### config.mk
export PLATFORM = sky130hd
export DESIGN_NAME = mac_top
export DESIGN_NICKNAME = d
export VERILOG_FILES = /design/src/logic/mac_pkg.sv /design/src/logic/mac_core.sv /design/src/logic/mac_top.sv
export SDC_FILE = /design/constraint.sdc
export NUM_CORES = 1
export LEC_CHECK = 0
export BUFFER_PORTS_ARGS = -buffer_cell sky130_fd_sc_hd__buf_2
export CAP_MARGIN = 20
export CORE_MARGIN = 10
export CORE_UTILIZATION = 49
export DETAILED_ROUTE_END_ITERATION = 10
export PLACE_DENSITY = 0.67
export SYNTH_ARGS = -nofsm -noshare
export SYNTH_HDL_FRONTEND = slang
export SYNTH_SLANG_ARGS = --single-unit
### constraint.sdc
create_clock -name REF_CLK -period 25 [get_ports REF_CLK]
set_clock_uncertainty 0.2 [all_clocks]
set_input_delay 1.25 -clock REF_CLK [delete_from_list [all_inputs] [get_ports REF_CLK]]
set_output_delay 1.25 -clock REF_CLK [all_outputs]
set_load 0.02 [all_outputs]
### src/logic/mac_pkg.sv
/*
 * mac_pkg: widths, register offsets, reset values and the control carrier
 * shared by the multiply-accumulate top level and its arithmetic core.
 * assumes a single 200 MHz clock domain and a 32-bit APB register bus.
 */
`default_nettype none

package mac_pkg;

    ////////////////////////////////////////////////////////////////////////////
    // datapath widths
    localparam int MAC_OPND_W = 16;
    localparam int MAC_PROD_W = 35;
    localparam int MAC_RAW_W = 32;
    localparam int MAC_GUARD_W = 3;
    localparam int MAC_UPPER_W = 19;
    localparam int MAC_LOW_LSB = 0;
    localparam int MAC_HIGH_LSB = 16;
    localparam int MAC_GUARD_LSB = 32;

    // one at bit 15, the top of the low word
    localparam logic [34:0] MAC_ROUND_ADD = 35'h0_0000_8000;
    localparam logic [34:0] MAC_PROD_RST = 35'h0_0000_0000;
    localparam logic [15:0] MAC_OPND_RST = 16'h0000;

    ////////////////////////////////////////////////////////////////////////////
    // apb register map
    localparam int MAC_ADDR_W = 12;
    localparam logic [11:0] MAC_OFS_PROD_LOW = 12'h000;
    localparam logic [11:0] MAC_OFS_PROD_EXT = 12'h004;
    localparam logic [11:0] MAC_OFS_CMD = 12'h008;
    localparam int MAC_CMD_CAPTURE_BIT = 0;
    localparam logic [31:0] MAC_RDATA_RST = 32'h0000_0000;

    ////////////////////////////////////////////////////////////////////////////
    // operating controls, captured together
    typedef struct packed {
        logic signed_fmt;
        logic running_total;
        logic subtract;
        logic round;
    } mac_ctl_t;

    localparam mac_ctl_t MAC_CTL_RST = '{1'b0, 1'b0, 1'b0, 1'b0};

endpackage

`default_nettype wire

### src/logic/mac_core.sv
/*
 * mac_core: combinational 16x16 multiply, extension to 35 bits, rounding
 * and add/subtract against the current product register.
 * assumes operands and controls are stable register outputs.
 */
`default_nettype none

module mac_core
    import mac_pkg::*;
(
    input wire logic [15:0] x_opnd,
    input wire logic [15:0] y_opnd,
    input wire mac_ctl_t ctl,
    input wire logic [34:0] total_in,
    output logic [34:0] prod_ext,
    output logic [34:0] result
);

    logic signed [31:0] sprod;
    logic [31:0] uprod;
    logic [34:0] rounded;

    assign sprod = $signed(x_opnd) * $signed(y_opnd);
    assign uprod = x_opnd * y_opnd;

    always_comb begin
        // sign fill keeps the guard bits meaningful for negative products
        if (ctl.signed_fmt) begin // RL9
            prod_ext = {{MAC_GUARD_W{sprod[31]}}, sprod}; // RL17
        end else begin
            prod_ext = {3'h0, uprod}; // RL17
        end
        rounded = ctl.round ? prod_ext + MAC_ROUND_ADD : prod_ext; // RL14
        if (!ctl.running_total) begin
            result = rounded; // RL12
        end else if (ctl.subtract) begin
            result = rounded - total_in; // RL13
        end else begin
            result = rounded + total_in; // RL11
        end
    end

endmodule

`default_nettype wire

### src/logic/mac_top.sv
/*
 * mac_top: 16x16 multiplier-accumulator with 35-bit product register,
 * three-state product sections, preload path and an apb status port.
 * assumes all pins, including the three operand/product clocks, are
 * synchronous to REF_CLK; their rising edges are found by sampling.
 */
// Summary of operation
// RL1 - a rising multiplicand clock edge captures the 16-bit multiplicand.
// RL2 - multiplicand and multiplier registers have independent clocks; product is edge-stored.
// RL3 - the multiplier input and low product word share one 16-bit bus, bit 0 lsb.
// RL4 - the product register is 35 bits: low word 0-15, high word 16-31, guard 32-34.
// RL5 - a rising product clock edge stores low word, high word and guard bits together.
// RL6 - each product section has an active-low enable; high leaves its pins undriven.
// RL7 - preload high turns off every product driver whatever the enables say.
// RL8 - with preload high, sections whose enable is high load pin data on a product edge.
// RL9 - signed format high treats operands as two's complement, low as unsigned.
// RL10 - the four controls are captured on a multiplicand or multiplier clock edge.
// RL11 - accumulate high, subtract low stores new product plus the current product.
// RL12 - accumulate low stores the new product directly, subtract ignored.
// RL13 - accumulate and subtract high store new product minus the current product.
// RL14 - round high adds one at bit 15, rounding to the upper 19 bits.
// RL15 - the shared pins switch between input and output by preload and enables.
// RL16 - the host must not drive the shared bus while the device drives it.
// RL17 - the 32-bit product is sign-extended when signed and zero-extended otherwise.
`default_nettype none

module mac_top
    import mac_pkg::*;
(
    input wire logic REF_CLK,
    input wire logic RST_B,
    input wire logic PSEL,
    input wire logic PENABLE,
    input wire logic PWRITE,
    input wire logic [11:0] PADDR,
    input wire logic [31:0] PWDATA,
    output logic [31:0] PRDATA,
    output logic PREADY,
    output logic PSLVERR,
    input wire logic MULTIPLICAND_CLOCK,
    input wire logic MULTIPLIER_CLOCK,
    input wire logic PRODUCT_CLOCK,
    input wire logic [15:0] MULTIPLICAND_IN,
    input wire logic [15:0] MULTIPLIER_LOWWORD_BUS_IN,
    output logic [15:0] MULTIPLIER_LOWWORD_BUS_OUT,
    output logic MULTIPLIER_LOWWORD_BUS_OE,
    input wire logic [18:0] PRODUCT_UPPER_BUS_IN,
    output logic [18:0] PRODUCT_UPPER_BUS_OUT,
    output logic HIGH_WORD_OE,
    output logic GUARD_OE,
    input wire logic SIGNED_FORMAT_CTL,
    input wire logic RUNNING_TOTAL_CTL,
    input wire logic SUBTRACT_CTL,
    input wire logic ROUND_CTL,
    input wire logic PRELOAD_CTL,
    input wire logic GUARD_OUT_EN_N,
    input wire logic HIGH_WORD_OUT_EN_N,
    input wire logic LOW_WORD_OUT_EN_N
);

    ////////////////////////////////////////////////////////////////////////////
    // edge detection of the pin clocks
    logic x_clk_prev_ff;
    logic y_clk_prev_ff;
    logic p_clk_prev_ff;
    logic x_edge;
    logic y_edge;
    logic p_edge;
    logic soft_capture;
    logic prod_event;

    always_ff @(posedge REF_CLK or negedge RST_B) begin
        if (!RST_B) begin
            x_clk_prev_ff <= 1'b0;
            y_clk_prev_ff <= 1'b0;
            p_clk_prev_ff <= 1'b0;
        end else begin
            x_clk_prev_ff <= MULTIPLICAND_CLOCK;
            y_clk_prev_ff <= MULTIPLIER_CLOCK;
            p_clk_prev_ff <= PRODUCT_CLOCK;
        end
    end

    assign x_edge = MULTIPLICAND_CLOCK & ~x_clk_prev_ff;
    assign y_edge = MULTIPLIER_CLOCK & ~y_clk_prev_ff;
    assign p_edge = PRODUCT_CLOCK & ~p_clk_prev_ff;
    // software capture acts exactly like a product clock edge
    assign prod_event = p_edge | soft_capture;

    ////////////////////////////////////////////////////////////////////////////
    // input registers
    logic [15:0] x_ff;
    logic [15:0] y_ff;
    mac_ctl_t ctl_ff;
    mac_ctl_t ctl_pins;

    assign ctl_pins = '{SIGNED_FORMAT_CTL, RUNNING_TOTAL_CTL, SUBTRACT_CTL, ROUND_CTL};

    always_ff @(posedge REF_CLK or negedge RST_B) begin
        if (!RST_B) begin
            x_ff <= MAC_OPND_RST;
        end else if (x_edge) begin // RL2
            x_ff <= MULTIPLICAND_IN; // RL1
        end
    end

    always_ff @(posedge REF_CLK or negedge RST_B) begin
        if (!RST_B) begin
            y_ff <= MAC_OPND_RST;
        end else if (y_edge) begin // RL2
            y_ff <= MULTIPLIER_LOWWORD_BUS_IN; // RL3
        end
    end

    always_ff @(posedge REF_CLK or negedge RST_B) begin
        if (!RST_B) begin
            ctl_ff <= MAC_CTL_RST;
        end else if (x_edge || y_edge) begin
            ctl_ff <= ctl_pins; // RL10
        end
    end

    ////////////////////////////////////////////////////////////////////////////
    // arithmetic and product register
    logic [34:0] prod_ff;
    logic [34:0] prod_ext;
    logic [34:0] mac_result;
    logic [34:0] nxt_prod;

    mac_core u_core (
        .x_opnd(x_ff),
        .y_opnd(y_ff),
        .ctl(ctl_ff),
        .total_in(prod_ff),
        .prod_ext(prod_ext),
        .result(mac_result)
    );

    always_comb begin
        nxt_prod = mac_result;
        if (PRELOAD_CTL) begin
            // sections still enabled keep their value during preload
            nxt_prod = prod_ff;
            if (LOW_WORD_OUT_EN_N) begin
                nxt_prod[15:0] = MULTIPLIER_LOWWORD_BUS_IN; // RL8
            end
            if (HIGH_WORD_OUT_EN_N) begin
                nxt_prod[31:16] = PRODUCT_UPPER_BUS_IN[15:0]; // RL8
            end
            if (GUARD_OUT_EN_N) begin
                nxt_prod[34:32] = PRODUCT_UPPER_BUS_IN[18:16]; // RL8
            end
        end
    end

    always_ff @(posedge REF_CLK or negedge RST_B) begin
        if (!RST_B) begin
            prod_ff <= MAC_PROD_RST;
        end else if (prod_event) begin
            prod_ff <= nxt_prod; // RL4 RL5
        end
    end

    ////////////////////////////////////////////////////////////////////////////
    // pin drivers; enables lag the control pins by one clock
    logic nxt_low_oe;

    assign nxt_low_oe = ~PRELOAD_CTL & ~LOW_WORD_OUT_EN_N;

    always_ff @(posedge REF_CLK or negedge RST_B) begin
        if (!RST_B) begin
            MULTIPLIER_LOWWORD_BUS_OE <= 1'b0;
            HIGH_WORD_OE <= 1'b0;
            GUARD_OE <= 1'b0;
        end else begin
            MULTIPLIER_LOWWORD_BUS_OE <= nxt_low_oe; // RL6 RL7 RL15 RL16
            HIGH_WORD_OE <= ~PRELOAD_CTL & ~HIGH_WORD_OUT_EN_N; // RL6 RL7
            GUARD_OE <= ~PRELOAD_CTL & ~GUARD_OUT_EN_N; // RL6 RL7
        end
    end

    assign MULTIPLIER_LOWWORD_BUS_OUT = prod_ff[15:0];
    assign PRODUCT_UPPER_BUS_OUT = prod_ff[34:16];

    ////////////////////////////////////////////////////////////////////////////
    // apb slave: ready comes in the first cycle of the access phase, no wait states
    logic setup_phase;
    logic wr_done;
    logic [31:0] nxt_rdata;
    logic nxt_err;

    assign setup_phase = PSEL & ~PENABLE;
    assign wr_done = PSEL & PENABLE & PREADY & PWRITE;
    assign soft_capture = wr_done & (PADDR == MAC_OFS_CMD) & PWDATA[MAC_CMD_CAPTURE_BIT];

    always_comb begin
        nxt_rdata = MAC_RDATA_RST;
        nxt_err = 1'b0;
        unique case (PADDR)
            MAC_OFS_PROD_LOW: begin
                nxt_rdata = prod_ff[31:0];
                nxt_err = PWRITE;
            end
            MAC_OFS_PROD_EXT: begin
                nxt_rdata = {24'h00_0000, ctl_ff, 1'b0, prod_ff[34:32]};
                nxt_err = PWRITE;
            end
            MAC_OFS_CMD: begin
                nxt_rdata = MAC_RDATA_RST;
            end
            default: begin
                nxt_err = 1'b1;
            end
        endcase
    end

    always_ff @(posedge REF_CLK or negedge RST_B) begin
        if (!RST_B) begin
            PREADY <= 1'b0;
        end else begin
            PREADY <= setup_phase;
        end
    end

    always_ff @(posedge REF_CLK or negedge RST_B) begin
        if (!RST_B) begin
            PRDATA <= MAC_RDATA_RST;
            PSLVERR <= 1'b0;
        end else if (setup_phase) begin
            PRDATA <= PWRITE ? MAC_RDATA_RST : nxt_rdata;
            PSLVERR <= nxt_err;
        end
    end

    ////////////////////////////////////////////////////////////////////////////
    // assertions
    property p_x_capture;
        @(posedge REF_CLK) disable iff (!RST_B)
        x_edge |=> x_ff == $past(MULTIPLICAND_IN);
    endproperty
    a_x_capture: assert property (p_x_capture) else $error("multiplicand not captured"); // RL1

    property p_clocks_independent;
        @(posedge REF_CLK) disable iff (!RST_B)
        (x_edge && !y_edge) |=> y_ff == $past(y_ff);
    endproperty
    a_clocks_independent: assert property (p_clocks_independent) else $error("y moved on x edge"); // RL2

    property p_y_capture;
        @(posedge REF_CLK) disable iff (!RST_B)
        y_edge |=> y_ff == $past(MULTIPLIER_LOWWORD_BUS_IN);
    endproperty
    a_y_capture: assert property (p_y_capture) else $error("multiplier not captured"); // RL3

    property p_prod_hold;
        @(posedge REF_CLK) disable iff (!RST_B)
        !prod_event |=> $stable(prod_ff);
    endproperty
    a_prod_hold: assert property (p_prod_hold) else $error("product moved without edge"); // RL5

    property p_ctl_capture;
        @(posedge REF_CLK) disable iff (!RST_B)
        (x_edge || y_edge) |=> ctl_ff == $past(ctl_pins);
    endproperty
    a_ctl_capture: assert property (p_ctl_capture) else $error("controls not captured"); // RL10

    property p_low_oe;
        @(posedge REF_CLK) disable iff (!RST_B)
        (!PRELOAD_CTL && !LOW_WORD_OUT_EN_N) ##1 !LOW_WORD_OUT_EN_N |->
            MULTIPLIER_LOWWORD_BUS_OE;
    endproperty
    a_low_oe: assert property (p_low_oe) else $error("low word not driven"); // RL6

    property p_low_off;
        @(posedge REF_CLK) disable iff (!RST_B)
        (PRELOAD_CTL || LOW_WORD_OUT_EN_N) |=> !MULTIPLIER_LOWWORD_BUS_OE;
    endproperty
    a_low_off: assert property (p_low_off) else $error("low word driven while off"); // RL15

    property p_high_oe;
        @(posedge REF_CLK) disable iff (!RST_B)
        (!PRELOAD_CTL && !HIGH_WORD_OUT_EN_N) |=> HIGH_WORD_OE;
    endproperty
    a_high_oe: assert property (p_high_oe) else $error("high word not driven"); // RL6

    property p_preload_off;
        @(posedge REF_CLK) disable iff (!RST_B)
        PRELOAD_CTL |=> !MULTIPLIER_LOWWORD_BUS_OE && !HIGH_WORD_OE && !GUARD_OE;
    endproperty
    a_preload_off: assert property (p_preload_off) else $error("driver on in preload"); // RL7

    property p_preload_load;
        @(posedge REF_CLK) disable iff (!RST_B)
        (prod_event && PRELOAD_CTL && HIGH_WORD_OUT_EN_N && !GUARD_OUT_EN_N) |=>
            prod_ff[31:16] == $past(PRODUCT_UPPER_BUS_IN[15:0])
            && prod_ff[34:32] == $past(prod_ff[34:32]);
    endproperty
    a_preload_load: assert property (p_preload_load) else $error("preload wrong"); // RL8

    property p_add;
        @(posedge REF_CLK) disable iff (!RST_B)
        (prod_event && !PRELOAD_CTL && ctl_ff.running_total && !ctl_ff.subtract
            && !ctl_ff.round) |=> prod_ff == $past(prod_ff) + $past(prod_ext);
    endproperty
    a_add: assert property (p_add) else $error("accumulate sum wrong"); // RL11

    property p_direct;
        @(posedge REF_CLK) disable iff (!RST_B)
        (prod_event && !PRELOAD_CTL && !ctl_ff.running_total && !ctl_ff.round) |=>
            prod_ff == $past(prod_ext);
    endproperty
    a_direct: assert property (p_direct) else $error("direct product wrong"); // RL12

    property p_sub;
        @(posedge REF_CLK) disable iff (!RST_B)
        (prod_event && !PRELOAD_CTL && ctl_ff.running_total && ctl_ff.subtract
            && !ctl_ff.round) |=> prod_ff == $past(prod_ext) - $past(prod_ff);
    endproperty
    a_sub: assert property (p_sub) else $error("subtract result wrong"); // RL13

    property p_round;
        @(posedge REF_CLK) disable iff (!RST_B)
        (prod_event && !PRELOAD_CTL && !ctl_ff.running_total && ctl_ff.round) |=>
            prod_ff == $past(prod_ext) + MAC_ROUND_ADD;
    endproperty
    a_round: assert property (p_round) else $error("rounding wrong"); // RL14

    property p_extend;
        @(posedge REF_CLK) disable iff (!RST_B)
        ctl_ff.signed_fmt ? (prod_ext[34:32] == {3{prod_ext[31]}})
                          : (prod_ext[34:32] == 3'h0);
    endproperty
    a_extend: assert property (p_extend) else $error("extension wrong"); // RL9 RL17

    c_add: cover property (@(posedge REF_CLK) disable iff (!RST_B)
        prod_event && !PRELOAD_CTL && ctl_ff.running_total && !ctl_ff.subtract);
    c_sub: cover property (@(posedge REF_CLK) disable iff (!RST_B)
        prod_event && !PRELOAD_CTL && ctl_ff.running_total && ctl_ff.subtract);
    c_preload: cover property (@(posedge REF_CLK) disable iff (!RST_B)
        prod_event && PRELOAD_CTL && LOW_WORD_OUT_EN_N);
    c_soft: cover property (@(posedge REF_CLK) disable iff (!RST_B) soft_capture);

endmodule

`default_nettype wire

==> metrics.md <==
| Metric | Value |
|---|---|
| HP Class | `flip-flop to flip-flop` |
| Num rows | `78` |
| Synth cell types | `86` |
| CTS buffer count | `9` |
| CP startpoint kind | `flip-flop` |
| Post-cts hold buffer count | `0` |
| CP arrival | `11.29 ns` |
| Vias in the first global route | `19557` |
| Fin crit period | `11.28 ns` |
| Top-area cell type share of the netlist area | `0.322` |
| Critical path class | `flip-flop to flip-flop` |
| Count leader, synth | `inv_1` |
| Die height | `235 um` |
| Total vias in the final route | `17914` |
| Register area | `0.00278 mm2` |
| Fraction of layout cells with a size suffix above 1 | `0.0998` |
| Outcome | `finished clean` |
| Routed WL | `61.3 mm` |
| Yosys warning count | `0` |
| Synth top cells by count | `500 x inv_1, 363 x fa_1, 261 x nand2_1` |
| Vias/cell | `5.52` |
| Starting DRT DRC Count | `1031` |
| Gpl congestion | `0.932` |
| GRT overflow | `0` |
| Number of remaining DRC errors | `0` |
| Routed len/inst | `18.9 um` |
| FF-to-FF Start | `x_ff[8]` |
| Fmax | `88.7 MHz` |
| Post-synthesis sequential area ratio | `0.123` |
| Fill cells | `4243` |
| Slew @ Worst Pin | `0.990 ns` |
| Max Cap Violations | `0` |
| Resized cells post-CTS | `0` |
| Synthesized area | `0.0226 mm2` |
| Die area | `0.0551 mm2` |
| CP max stage delay | `0.99 ns` |
| Clock-pin transition on the worst setup and hold timing paths | `0.08 ns` |
| Maximum buffer depth of the clock tree | `2` |
| CTS tree | `done` |
| Largest net degree at the start of global routing | `73` |
| WP data required | `25.02 ns` |
| Worst-path maximum fanout | `18` |
| Worst-Skew Late Latency | `0.38 ns` |
| Period utilisation layout | `0.451` |
| CTS Sinks | `111` |
| Asr flop ratio synth | `1.00` |
| Initial antenna violation count | `0` |
| Most common cell on crit path | `ha_1` |
| # nets final | `3305` |
| Root Driver | `clkbuf_16` |
| Reg2reg setup slack | `13.72 ns` |
| Setup TNS | `0 ns` |
| Initial Utilization | `0.497` |
| Multi-input gate area | `0.0176 mm2` |
| Synth Flop Type | `dfrtp_1` |
| Global-route wire length before repair | `103 mm` |
| Critical path launch point | `x_ff[8]` |
| Synth top area cells | `fa_1 32%, dfrtp_1 12%, ha_1 11%` |
| PortBufs | `151` |
| Final setup fails | `0` |
| Hold Startpoint | `PRDATA[0]` |
| Area leader, netlist | `fa_1` |
| Reg2reg end | `prod_ff[34]` |
| FF+latch count, synth | `111` |
| Routed Antenna Nets | `0` |
| RSZ-0062 raised after global routing | `no` |
| Slowest cell on crit path | `dfrtp_1` |
| Critical path capture point | `prod_ff[34]` |
| IO Count | `183` |
| First drt pass iteration count | `8` |
| CP endpoint kind | `flip-flop` |
| H-tree levels | `3` |
| Reg2Reg Depth | `36` |
| GRT Resource Usage Total | `0.227` |
| Syn Nets | `3218` |
| Relative slew slack | `0.340` |
| Hpwl dp | `50.6 mm` |
| Core Area | `0.0455 mm2` |
| Synthesized area per cell | `8.86 um2` |
| Mapped Cells | `2552` |
| Post-synth EDFFs | `0` |
| Area Growth Syn to Fin | `7.21%` |
| Slew Limit Fails | `0` |
| Setup bufs post-CTS | `0` |
| Final hold vios | `0` |
| Die Span X | `235 um` |
==> sequential cells by signal, summed over array words and instances, names as in the netlist <==
name	flops
ctl_ff	4
prod_ff	35
x_clk_prev_ff	1
GUARD_OE	1
p_clk_prev_ff	1
PRDATA	32
PREADY	1
y_clk_prev_ff	1
HIGH_WORD_OE	1
PSLVERR	1
y_ff	16
MULTIPLIER_LOWWORD_BUS_OE	1
x_ff	16
==> metrics by stage <==
stage,hold slack [ns],std cells,setup slack (ns),util,instance area (um2)
floorplan,0.363,2552,15.60,-,22600
global placement,0.261,3228,14.01,0.526,23900
detailed placement,0.266,3228,13.85,0.526,23900
CTS,0.284,3244,13.82,0.533,24200
global route,0.298,3244,13.18,0.533,24200
finish,0.282,3245,13.72,0.533,24200
==> cell usage in the layout (no fill, tap or decap), drive strengths merged, types with 8 or more instances in the layout <==
cell type	n
inv	503
fa	363
nand2	262
ha	192
buf	173
a21oi	131
nor2	126
dfrtp	111
and2	110
xnor2	108
o21ai	97
mux2	42
nand2b	35
xor2	35
nor3	32
a21o	30
mux2i	27
a22o	26
a211oi	19
nand3	19
a31oi	17
nor2b	12
o21bai	12
or3	12
nand4	11
nor4	11
clkbuf	10
o211ai	10
o21a	8
o31a	8
or2	8
o31ai	8
==> kinds of logic (layout without fill, tap and decap cells) <==
kind of cell             after synthesis  after routing  share of synthesized area
multiplexers                          69             69                     0.0332
XOR/XNOR                             143            143                     0.0554
flip-flops                           111            111                      0.123
adder cells (fa/ha/maj)              555            555                      0.428
buffers and inverters                597            689                     0.0993
AND/OR/NAND/NOR                      661            661                      0.142
AO/OA/AOI/OAI                        416            416                      0.119
other                                  0              1                          0
==> metal layers <==
| metal | GRT usage | part of all wire | vias to the layer above |
|---|---|---|---|
| li1 | - | - | 8280 |
| met1 | 0.286 | 0.42 | 9042 |
| met2 | 0.402 | 0.51 | 506 |
| met3 | 0.0218 | 0.044 | 86 |
| met4 | 0.0717 | 0.028 | 0 |
| met5 | 0 | 0 | - |
==> cell type report <==
class	count	area share
multi-input cells	1844	0.726
flip-flops and latches	111	0.115
inverters	500	0.0775
repair buffers	173	0.0381
well taps	600	0.0310
clock buffers	10	0.00986
clock inverters	6	0.00315
diodes	1	0.000103
==> how the worst min path moves through the flow <==
stage | end | cells after the start
finish | PRDATA[0] | 2
global route | PRDATA[6] | 2
CTS | PRDATA[6] | 2
detailed placement | PRDATA[0] | 2
global placement | PRDATA[6] | 2
floorplan | y_ff[6] | 1
==> critical path: cells and delay by family (launching register included) <==
kind                     cells  cell delay (ns)
AO/OA/AOI/OAI                8             2.91
adder cells (fa/ha/maj)      9             3.62
flip-flops                   1             0.99
multiplexers                 2             0.43
AND/OR/NAND/NOR             10             1.91
XOR/XNOR                     4             0.84
buffers and inverters        3             0.15
Power is not shown: default switching activity piles up to over one toggle a cycle in this logic, so the estimate is an artifact.
